### config.mk
export PLATFORM = sky130hd
export DESIGN_NAME = aar_result_regs
export DESIGN_NICKNAME = d
export VERILOG_FILES = /design/src/inc/aar_pkg.sv /design/src/rtl/aar_result_regs.sv /design/src/rtl/aar_result_mem.sv
export SDC_FILE = /design/constraint.sdc
export NUM_CORES = 1
export LEC_CHECK = 0
export BUFFER_PORTS_ARGS = -buffer_cell sky130_fd_sc_hd__buf_2
export CAP_MARGIN = 10
export CORE_MARGIN = 2
export CORE_UTILIZATION = 51
export CTS_BUF_LIST = sky130_fd_sc_hd__clkbuf_4 sky130_fd_sc_hd__clkbuf_8
export CTS_CLUSTER_DIAMETER = 100
export DETAILED_ROUTE_END_ITERATION = 7
export PLACE_DENSITY = 0.79
export RECOVER_POWER = 100
export SLEW_MARGIN = 20
export SYNTH_ARGS = -nofsm -noshare
export SYNTH_HDL_FRONTEND = slang
export SYNTH_SLANG_ARGS = --single-unit
### constraint.sdc
create_clock -name sysClk -period 3.85 [get_ports sysClk]
set_input_delay 0.1925 -clock sysClk [delete_from_list [all_inputs] [get_ports sysClk]]
set_output_delay 0.1925 -clock sysClk [all_outputs]
set_load 0.03 [all_outputs]
### src/inc/aar_pkg.sv
package aar_pkg;

   // ==========================================================================
   // Serial command word layout and word framing.
   localparam int WORD_BITS = 16;
   localparam int CMD_DIR_POS = 15;
   localparam int CMD_PAGE_LSB = 11;
   localparam int CMD_ADDR_LSB = 5;
   localparam logic [3:0] BIT_LAST = 4'hf;
   localparam logic [6:0] PTR_PAST_END = 7'h40;
   localparam logic [15:0] PAST_END_VALUE = 16'hffff;

   // ==========================================================================
   // Pages and locations.
   localparam logic [3:0] PAGE_DATA = 4'h0;
   localparam logic [3:0] PAGE_CTRL = 4'h1;
   localparam logic [5:0] ADDR_BATTERY = 6'h05;
   localparam logic [5:0] ADDR_AUX_A = 6'h07;
   localparam logic [5:0] ADDR_AUX_B = 6'h08;
   localparam logic [5:0] ADDR_TEMP_A = 6'h09;
   localparam logic [5:0] ADDR_TEMP_B = 6'h0a;
   localparam logic [5:0] ADDR_CONTROL = 6'h00;
   localparam logic [5:0] ADDR_STATUS = 6'h01;

   // ==========================================================================
   // Result storage: one entry per measured input, index order below.
   localparam int RES_BITS = 12;
   localparam int NUM_RES = 5;
   localparam logic [2:0] IDX_BATTERY = 3'h0;
   localparam logic [2:0] IDX_AUX_A = 3'h1;
   localparam logic [2:0] IDX_AUX_B = 3'h2;
   localparam logic [2:0] IDX_TEMP_A = 3'h3;
   localparam logic [2:0] IDX_TEMP_B = 3'h4;
   localparam logic [11:0] RES_RESET = 12'h000;

   // ==========================================================================
   // Converter control and status fields.
   localparam int CTL_BUSY_STOP_POS = 14;
   localparam int CTL_SCAN_LSB = 10;
   localparam int CTL_WIDTH_LSB = 8;
   localparam logic [13:0] CTL_WRITE_MASK = 14'h3ff1;
   localparam logic [13:0] CTL_RESET = 14'h0000;
   localparam int STS_DAV_LSB = 14;
   localparam logic [1:0] STS_DAV_RESET = 2'h2;
   localparam logic [1:0] DAV_FUNC_AVAIL = 2'h1;
   localparam logic [1:0] WIDTH_8 = 2'h1;
   localparam logic [1:0] WIDTH_10 = 2'h2;

   // ==========================================================================
   // Scan modes and the set of inputs that each converts.
   localparam logic [3:0] SCAN_BATTERY = 4'h6;
   localparam logic [3:0] SCAN_AUX_B = 4'h7;
   localparam logic [3:0] SCAN_AUX_A = 4'h8;
   localparam logic [3:0] SCAN_AUTO = 4'h9;
   localparam logic [3:0] SCAN_TEMP_A = 4'ha;
   localparam logic [3:0] SCAN_PORT = 4'hb;
   localparam logic [3:0] SCAN_TEMP_B = 4'hc;
   localparam logic [4:0] SET_BATTERY = 5'h01;
   localparam logic [4:0] SET_AUX_A = 5'h02;
   localparam logic [4:0] SET_AUX_B = 5'h04;
   localparam logic [4:0] SET_TEMP_A = 5'h08;
   localparam logic [4:0] SET_TEMP_B = 5'h10;
   localparam logic [4:0] SET_AUTO = 5'h1e;
   localparam logic [4:0] SET_PORT = 5'h07;

   // ==========================================================================
   // Types.
   typedef enum logic [0:0] {AAR_PH_CMD = 1'b0, AAR_PH_DATA = 1'b1} aar_phase_t;
   typedef enum logic [0:0] {AAR_CV_IDLE = 1'b0, AAR_CV_WAIT = 1'b1} aar_conv_t;

   typedef struct packed {
      logic start;
      logic [2:0] channel;
      logic [1:0] width;
   } aar_conv_req_t;

   typedef struct packed {
      logic done;
      logic [11:0] data;
   } aar_conv_res_t;

   typedef struct packed {
      logic wrEn;
      logic [2:0] wrIdx;
      logic [11:0] wrData;
      logic [2:0] rdIdx;
   } aar_mem_port_t;

   typedef struct packed {
      logic [4:0][11:0] entry;
      logic [11:0] rdData;
   } aar_mem_state_t;

   typedef struct packed {
      logic [2:0] clkSync;
      logic [1:0] selSync;
      logic [1:0] dinSync;
      aar_phase_t phase;
      logic [3:0] bitCnt;
      logic [15:0] shiftIn;
      logic [15:0] shiftOut;
      logic isRead;
      logic [3:0] page;
      logic [6:0] ptr;
      logic loadNow;
      logic dout;
      logic [13:0] ctrl;
      logic [1:0] davFunc;
      logic powerDown;
      aar_conv_t cv;
      logic [4:0] pending;
      logic [4:0] setMask;
      logic [4:0] unread;
      logic [2:0] cur;
      logic start;
      logic davN;
   } aar_regs_state_t;

endpackage : aar_pkg

### src/rtl/aar_result_regs.sv
// What this block does
// RULE1: Results clear at reset; host writes ignored.
// RULE2: Finished conversion lands in its input's register.
// RULE3: Results right-justified, bits 15 to 12 zero.
// RULE4: Busy/stop bit decoded separately for read, write.
// RULE5: Host writes reserved top bit zero; reads zero.
// RULE6: Busy/stop reads 0 busy, 1 idle.
// RULE7: Writing stop aborts and powers down converter.
// RULE8: Command word: direction, page, location fields.
// RULE9: Pointer advances; past page end reads ones.
// RULE10: Width field selects 12, 8 or 10 bits.
// RULE11: Done output low until scanned results read.
module aar_result_regs
(
   // Clock and reset.
   input wire logic sysClk,
   input wire logic reset,
   // Serial control port pins.
   input wire logic serialClk,
   input wire logic selectN,
   input wire logic serialIn,
   output logic serialOut,
   // Converter core.
   output aar_pkg::aar_conv_req_t convReq,
   input wire aar_pkg::aar_conv_res_t convRes,
   output logic powerDown,
   output logic conversionDoneOutputN
);

   // ==========================================================================
   // Helpers.

   // Maps a data page location to a result index; bit 3 marks a hit.
   function automatic logic [3:0] addrToIdx(input logic [5:0] addr);
      case (addr)
         aar_pkg::ADDR_BATTERY: addrToIdx = {1'b1, aar_pkg::IDX_BATTERY};
         aar_pkg::ADDR_AUX_A: addrToIdx = {1'b1, aar_pkg::IDX_AUX_A};
         aar_pkg::ADDR_AUX_B: addrToIdx = {1'b1, aar_pkg::IDX_AUX_B};
         aar_pkg::ADDR_TEMP_A: addrToIdx = {1'b1, aar_pkg::IDX_TEMP_A};
         aar_pkg::ADDR_TEMP_B: addrToIdx = {1'b1, aar_pkg::IDX_TEMP_B};
         default: addrToIdx = 4'h0;
      endcase
   endfunction : addrToIdx

   // Set of inputs converted by a scan mode; reserved modes convert nothing.
   function automatic logic [4:0] scanSet(input logic [3:0] mode);
      case (mode)
         aar_pkg::SCAN_BATTERY: scanSet = aar_pkg::SET_BATTERY;
         aar_pkg::SCAN_AUX_B: scanSet = aar_pkg::SET_AUX_B;
         aar_pkg::SCAN_AUX_A: scanSet = aar_pkg::SET_AUX_A;
         aar_pkg::SCAN_AUTO: scanSet = aar_pkg::SET_AUTO;
         aar_pkg::SCAN_TEMP_A: scanSet = aar_pkg::SET_TEMP_A;
         aar_pkg::SCAN_PORT: scanSet = aar_pkg::SET_PORT;
         aar_pkg::SCAN_TEMP_B: scanSet = aar_pkg::SET_TEMP_B;
         default: scanSet = 5'h00;
      endcase
   endfunction : scanSet

   // Lowest pending input index.
   function automatic logic [2:0] lowest(input logic [4:0] set);
      lowest = 3'h0;
      for (int i = aar_pkg::NUM_RES - 1; i >= 0; i--)
      begin
         if (set[i])
         begin
            lowest = 3'(i);
         end
      end
   endfunction : lowest

   // ==========================================================================
   // State and combinational terms.
   aar_pkg::aar_regs_state_t s;
   aar_pkg::aar_regs_state_t n;
   aar_pkg::aar_mem_port_t memPort;
   logic [11:0] memData;
   logic selected;
   logic sclkRise;
   logic sclkFall;
   logic wordDone;
   logic [15:0] wordIn;
   logic busy;
   logic [3:0] curHit;
   logic [15:0] readValue;
   logic [11:0] scaled;
   logic [1:0] widthCode;
   logic [4:0] clrMask;
   logic [4:0] setNow;
   logic [3:0] nextHit;

   aar_result_mem u_mem
   (
      .sysClk(sysClk),
      .reset(reset),
      .memPort(memPort),
      .rdData(memData)
   );

   // Serial edges come from the second and third synchroniser stages only.
   assign selected = ~s.selSync[1];
   assign sclkRise = s.clkSync[1] & ~s.clkSync[2];
   assign sclkFall = ~s.clkSync[1] & s.clkSync[2];
   assign wordIn = {s.shiftIn[14:0], s.dinSync[1]};
   assign wordDone = selected & sclkRise & (s.bitCnt == aar_pkg::BIT_LAST);
   assign busy = (s.cv == aar_pkg::AAR_CV_WAIT) || (s.pending != 5'h00);
   assign curHit = addrToIdx(s.ptr[5:0]);
   assign widthCode = s.ctrl[aar_pkg::CTL_WIDTH_LSB +: 2];

   // Read word for the current location; busy/stop reads the idle state.
   always_comb
   begin
      readValue = 16'h0000;
      if (s.ptr[6])
      begin
         readValue = aar_pkg::PAST_END_VALUE; // RULE9
      end
      else if (s.page == aar_pkg::PAGE_DATA && curHit[3])
      begin
         readValue = {4'h0, memData}; // RULE3
      end
      else if (s.page == aar_pkg::PAGE_CTRL && s.ptr[5:0] == aar_pkg::ADDR_CONTROL)
      begin
         readValue = {1'b0, ~busy, s.ctrl}; // RULE4 RULE5 RULE6
      end
      else if (s.page == aar_pkg::PAGE_CTRL && s.ptr[5:0] == aar_pkg::ADDR_STATUS)
      begin
         readValue = {s.davFunc, s.powerDown, 13'h0000};
      end
   end

   // Raw converter word scaled down to the selected width, right-justified.
   always_comb
   begin
      unique case (widthCode)
         aar_pkg::WIDTH_8: scaled = {4'h0, convRes.data[11:4]}; // RULE10
         aar_pkg::WIDTH_10: scaled = {2'h0, convRes.data[11:2]}; // RULE10
         default: scaled = convRes.data;
      endcase
   end

   // Next state: serial framing, register access and conversion sequencing.
   always_comb
   begin
      n = s;
      n.start = 1'b0;
      n.loadNow = 1'b0;
      clrMask = 5'h00;
      setNow = 5'h00;
      memPort = '0;
      n.clkSync = {s.clkSync[1:0], serialClk};
      n.selSync = {s.selSync[0], selectN};
      n.dinSync = {s.dinSync[0], serialIn};

      // Conversion sequencer: one input at a time, lowest index first.
      unique case (s.cv)
         aar_pkg::AAR_CV_IDLE:
         begin
            if (s.pending != 5'h00 && !s.powerDown)
            begin
               n.cur = lowest(s.pending);
               n.start = 1'b1;
               n.cv = aar_pkg::AAR_CV_WAIT;
            end
         end
         aar_pkg::AAR_CV_WAIT:
         begin
            if (convRes.done)
            begin
               memPort.wrEn = 1'b1; // RULE2
               memPort.wrIdx = s.cur; // RULE2
               memPort.wrData = scaled;
               n.pending = s.pending & ~(5'h01 << s.cur);
               n.setMask = s.setMask | (5'h01 << s.cur);
               n.cv = aar_pkg::AAR_CV_IDLE;
               if (n.pending == 5'h00)
               begin
                  setNow = n.setMask; // RULE11
                  n.setMask = 5'h00;
                  if (s.ctrl[aar_pkg::CTL_SCAN_LSB +: 4] == aar_pkg::SCAN_AUTO)
                  begin
                     n.pending = aar_pkg::SET_AUTO;
                  end
               end
            end
         end
      endcase

      // Serial port: mode 0, most significant bit first.
      if (!selected)
      begin
         n.phase = aar_pkg::AAR_PH_CMD;
         n.bitCnt = 4'h0;
         n.dout = 1'b0;
      end
      else
      begin
         if (sclkRise)
         begin
            n.shiftIn = wordIn;
            n.bitCnt = s.bitCnt + 4'h1;
         end
         if (sclkFall)
         begin
            n.dout = s.shiftOut[15];
            n.shiftOut = {s.shiftOut[14:0], 1'b0};
         end
         if (wordDone && s.phase == aar_pkg::AAR_PH_CMD)
         begin
            n.phase = aar_pkg::AAR_PH_DATA;
            n.isRead = wordIn[aar_pkg::CMD_DIR_POS]; // RULE8
            n.page = wordIn[aar_pkg::CMD_PAGE_LSB +: 4]; // RULE8
            n.ptr = {1'b0, wordIn[aar_pkg::CMD_ADDR_LSB +: 6]}; // RULE8
            n.loadNow = wordIn[aar_pkg::CMD_DIR_POS];
         end
         else if (wordDone)
         begin
            n.ptr = s.ptr[6] ? s.ptr : s.ptr + 7'h01; // RULE9
            n.loadNow = s.isRead;
            // Only the control page takes writes; result registers ignore them.
            if (!s.isRead && !s.ptr[6] && s.page == aar_pkg::PAGE_CTRL) // RULE1
            begin
               if (s.ptr[5:0] == aar_pkg::ADDR_STATUS)
               begin
                  n.davFunc = wordIn[aar_pkg::STS_DAV_LSB +: 2];
               end
               else if (s.ptr[5:0] == aar_pkg::ADDR_CONTROL)
               begin
                  n.ctrl = wordIn[13:0] & aar_pkg::CTL_WRITE_MASK;
                  n.cv = aar_pkg::AAR_CV_IDLE;
                  n.start = 1'b0;
                  n.setMask = 5'h00;
                  setNow = 5'h00;
                  if (wordIn[aar_pkg::CTL_BUSY_STOP_POS]) // RULE4
                  begin
                     n.powerDown = 1'b1; // RULE7
                     n.pending = 5'h00; // RULE7
                  end
                  else
                  begin
                     n.powerDown = 1'b0; // RULE7
                     n.pending = scanSet(wordIn[aar_pkg::CTL_SCAN_LSB +: 4]);
                  end
               end
            end
         end
         if (s.loadNow)
         begin
            n.shiftOut = readValue;
            if (s.page == aar_pkg::PAGE_DATA && !s.ptr[6] && curHit[3])
            begin
               clrMask = 5'h01 << curHit[2:0];
            end
         end
      end

      // New completions win over a clearing read in the same cycle.
      n.unread = (s.unread & ~clrMask) | setNow; // RULE11
      n.davN = !(n.davFunc == aar_pkg::DAV_FUNC_AVAIL && n.unread != 5'h00); // RULE11
      // Memory read index follows the next pointer so read data stand at the load.
      nextHit = addrToIdx(n.ptr[5:0]);
      memPort.rdIdx = nextHit[3] ? nextHit[2:0] : 3'h0;

      if (reset)
      begin
         n = '0;
         n.clkSync = 3'h0;
         n.selSync = 2'h3;
         n.ctrl = aar_pkg::CTL_RESET;
         n.davFunc = aar_pkg::STS_DAV_RESET;
         n.davN = 1'b1;
      end
   end

   // State register.
   always_ff @(posedge sysClk)
   begin
      s <= n;
   end

   // Outputs straight from state flip-flops.
   assign serialOut = s.dout;
   assign convReq = '{start: s.start, channel: s.cur, width: widthCode};
   assign powerDown = s.powerDown;
   assign conversionDoneOutputN = s.davN;
endmodule : aar_result_regs

### src/rtl/aar_result_mem.sv
module aar_result_mem
(
   // Clock and reset.
   input wire logic sysClk,
   input wire logic reset,
   // Write and read requests.
   input wire aar_pkg::aar_mem_port_t memPort,
   // Registered read data.
   output logic [11:0] rdData
);

   // ==========================================================================
   // State.
   aar_pkg::aar_mem_state_t s;
   aar_pkg::aar_mem_state_t n;
   logic [4:0][11:0] nextEntry;

   // Each entry takes the converter word only when it is addressed.
   genvar gi;
   generate
      for (gi = 0; gi < aar_pkg::NUM_RES; gi++)
      begin : g_entry
         assign nextEntry[gi] = (memPort.wrEn && memPort.wrIdx == 3'(gi)) ? memPort.wrData : s.entry[gi];
      end
   endgenerate

   // Next state: results clear at reset, read data come out of a register.
   always_comb
   begin
      n = s;
      n.entry = nextEntry;
      n.rdData = (memPort.rdIdx < 3'(aar_pkg::NUM_RES)) ? s.entry[memPort.rdIdx] : aar_pkg::RES_RESET;
      if (reset)
      begin
         n = '0; // RULE1
      end
   end

   // State register.
   always_ff @(posedge sysClk)
   begin
      s <= n;
   end

   assign rdData = s.rdData;
endmodule : aar_result_mem

==> impl_metrics.yaml <==
outcome:
  outcome: "finished clean"
routing:
  drt-wirelength-per-cell_um: 16.39
  detail-route-antenna-nets: 0
  firstDrtPassIters: 5
  first_iter_violations: 579
  vias: 6405
  wirelength_um: 18050
  drc: 0
  via_per_inst: 5.817
logic_synthesis:
  synth-seq-area-share_pct: 44.69
  synth_area_sq_um: 7347
  synthCells: 921
  ys_types: 67
  yosys_warnings: 0
  synth_ff_type: "dfxtp_1"
  syn_nets: 946
  ys_async_sr_fraction_pct: 0
  postSynthAreaPerCell_sq_um: 7.977
  synth_edf_count: 0
  ys_ff_latch: 164
layout:
  synthToLayoutAreaGrowth_pct: 6.914
  nFillCells: 1303
  layout-drive-gt1-share_pct: 8.252
  multiInputGateArea_sq_um: 3715
  num_antenna_cells: 0
  regArea_sq_um: 3283
  fin_nets: 936
clock_network:
  clock_latency_ps: 460
  h-tree-depth: 4
  numCtsBuffers: 17
  cts_tree: "done"
  clkSinkCount: 164
  cts_root_buf: "clkbuf_8"
  post_cts_resized: 0
  clk_pin_slew_worst_paths_ps: 80
  ctsLongestPathBuffers: 2
die:
  initial_core_util_pct: 52.52
  io_pins: 27
  chipHeight_um: 124.0
  fp.coreArea_sq_um: 13990
  die_w_um: 124.0
  fp-row-count: 43
  dieArea_sq_um: 15380
power:
  p_leak_nw: 2.609
  power_frac_seq_pct: 56.4
  powerDensity_nw_per_um2: 384.0
  power.internal_mw: 2.366
  power_mw: 3.016
  p_sw_uw: 650.3
  clock_power_share_pct: 41.6
  ir_worst_vdd_mv: 0.2575
  swShare_pct: 21.56
  power_frac_comb_pct: 2.1
hold_path:
  worstHoldEndpoint: "s[20]"
  holdPathStages: 3
  hp-class: "in2reg"
  min_from: "convRes[12]"
sta:
  min_period_over_period_pct: 86.98
  worstMarginPinSlew_ps: 1011
  finalMaxSlewViolations: 0
  hold_ws_ps: 27.19
  rsz0062_at_grt: "false"
  finalSetupViolCount: 0
  layout_min_cycle_time_ps: 3349
  fmax_mhz: 298.6
  hold_violations: 0
  relSlewSlack_pct: 32.62
  fin_skew_ps: 12.25
  fin_setup_tns_ps: 0
global_route:
  grt_use_total_pct: 24.43
  grt_pass1_vias: 5697
  grt_max_degree: 92
  grt_pass1_wl_um: 29070
  antenna_found_initial: 0
  grt.overflow.total: 0
critical_path:
  critPathMaxFanout: 18
  slowest_delay_ps: 760
  cp.required_ps: 4210
  path_buf_inv: 1
  cp.arrival_ps: 3710
  cp-end-kind: "flop"
  crit_slowest_cell: "clkbuf_1"
  startpoint_type: "flop"
  r2r_slack_ps: 500
  reg2reg_to: "s[12]"
  cp.depth: 8
  path_cells: "nor3b_2, nand2_1, nor3_1, and4_1, clkbuf_1, nor2_1, and2_0, o21a_1"
  cp_top_family: "simple AND/OR/NAND/NOR gates"
  reg2reg_from: "s[92]"
  worstSetupPathType: "reg2reg"
  r2r_cells: 8
job:
  drv_cap: 0
placed_design:
  place_congestion: 0.9164
  port_buffers: 26
  place_hpwl_um: 12370
## cells in the mapped netlist, drive strengths merged (3+ instances only)
cell type  count  area, sq um
buf           22        155.1
inv            7        26.28
nand4          5        31.28
ha             7        87.58
and4           3        26.28
nand2        193        727.0
o221ai        10        87.58
a221oi        13        120.1
a22oi         21        157.7
nor4           3        33.78
clkbuf        46        176.4
nor3b          6        45.04
nor3          26        135.1
mux2i         18        180.2
o21ai         19        95.09
nor2         114        427.9
nor4b          4        35.03
dfxtp        164         3283
o22ai          6        50.04
and2           8        50.05
nand2b         6        37.54
and3           6        37.54
o21a           7        52.55
o211ai        13        137.6
nor2b         21        131.4
nand3          4        20.02
a211oi         3        22.52
a21oi        121        605.6
xnor2          3        26.28
or2            8        50.05
## final cells by class
| class | count | share of cell area (%) |
|---|---|---|
| clock buffer | 19 | 3.249 |
| clock inverter | 10 | 1.720 |
| inverter | 7 | 0.3345 |
| multi-input combinational | 682 | 47.29 |
| sequential | 164 | 41.80 |
| tap | 180 | 2.867 |
| timing repair buffer | 39 | 2.740 |
## sequential cells by signal, indices dropped and copies added (netlist names)
register,count
convReq,6
conversionDoneOutputN,1
powerDown,1
s,83
serialOut,1
u_mem.rdData,12
u_mem.s,60
## worst max path at each step
stage	to	start
floorplan	u_mem.rdData[2]	s[92]
global placement	u_mem.rdData[0]	s[92]
detailed placement	u_mem.rdData[9]	s[92]
CTS	u_mem.rdData[5]	s[92]
global route	u_mem.rdData[6]	s[92]
finish	s[12]	s[92]
## stage by stage
stage	area, sq um	instances	util [%]	worst slack (ps)
floorplan	7347	921	-	1332
global placement	7460	1069	53.33	871.9
detailed placement	7460	1069	53.33	786.8
CTS	7880	1101	56.33	769.6
global route	7855	1101	56.15	206.9
finish	7855	1101	56.15	501.4
## what timing repair did
item,4_1_cts,5_1_grt
hold buffers,3,0
setup buffers,0,0
endpoints found under the hold margin,3,0
## placed cells by master (no fill, tap or decap), drive strengths merged, types with 7 or more instances in the layout
master	instances
o221ai	10
a22oi	21
o211ai	13
nor3	26
o21ai	19
nor2	114
a21oi	121
clkbuf	31
mux2i	18
nor2b	21
buf	24
nand2	193
a221oi	13
dfxtp	164
inv	7
o21a	7
or2	8
and2	8
ha	7
## power groups by stage
| stage | Clock, mW | Sequential, mW | Combinational (mW) |
|---|---|---|---|
| 3_3_place_gp | 0 | 1.74 | 0.0590 |
| 5_1_grt | 1.35 | 1.70 | 0.0680 |
| 4_1_cts | 1.27 | 1.70 | 0.0616 |
| 2_1_floorplan | 0 | 1.74 | 0.0387 |
| 6_report | 1.25 | 1.70 | 0.0622 |
| 3_5_place_dp | 0 | 1.74 | 0.0589 |
## kinds of logic (layout without fill, tap and decap cells)
family | count (synthesis) | after routing | synth area share, %
compound gates | 231 | 231 | 20.21
simple gates | 421 | 421 | 25.99
xor+xnor | 5 | 5 | 0.5962
flops | 164 | 164 | 44.69
mux | 18 | 18 | 2.452
buf+inv | 75 | 75 | 4.871
fa+ha+maj | 7 | 7 | 1.192
## routing by layer
layer,wire length (um),vias up,GRT usage (%)
met1,8501,3040,34.40
met5,0,-,0
met2,8230,172,38.02
met3,1032,25,5.220
li1,-,3168,-
met4,283,0,6.601
## tightest hold or removal path, cell delays in order
cell,delay [ps]
buf_2,90
nand2b_1,90
a211oi_1,60
(Power assumes the default switching activity.)
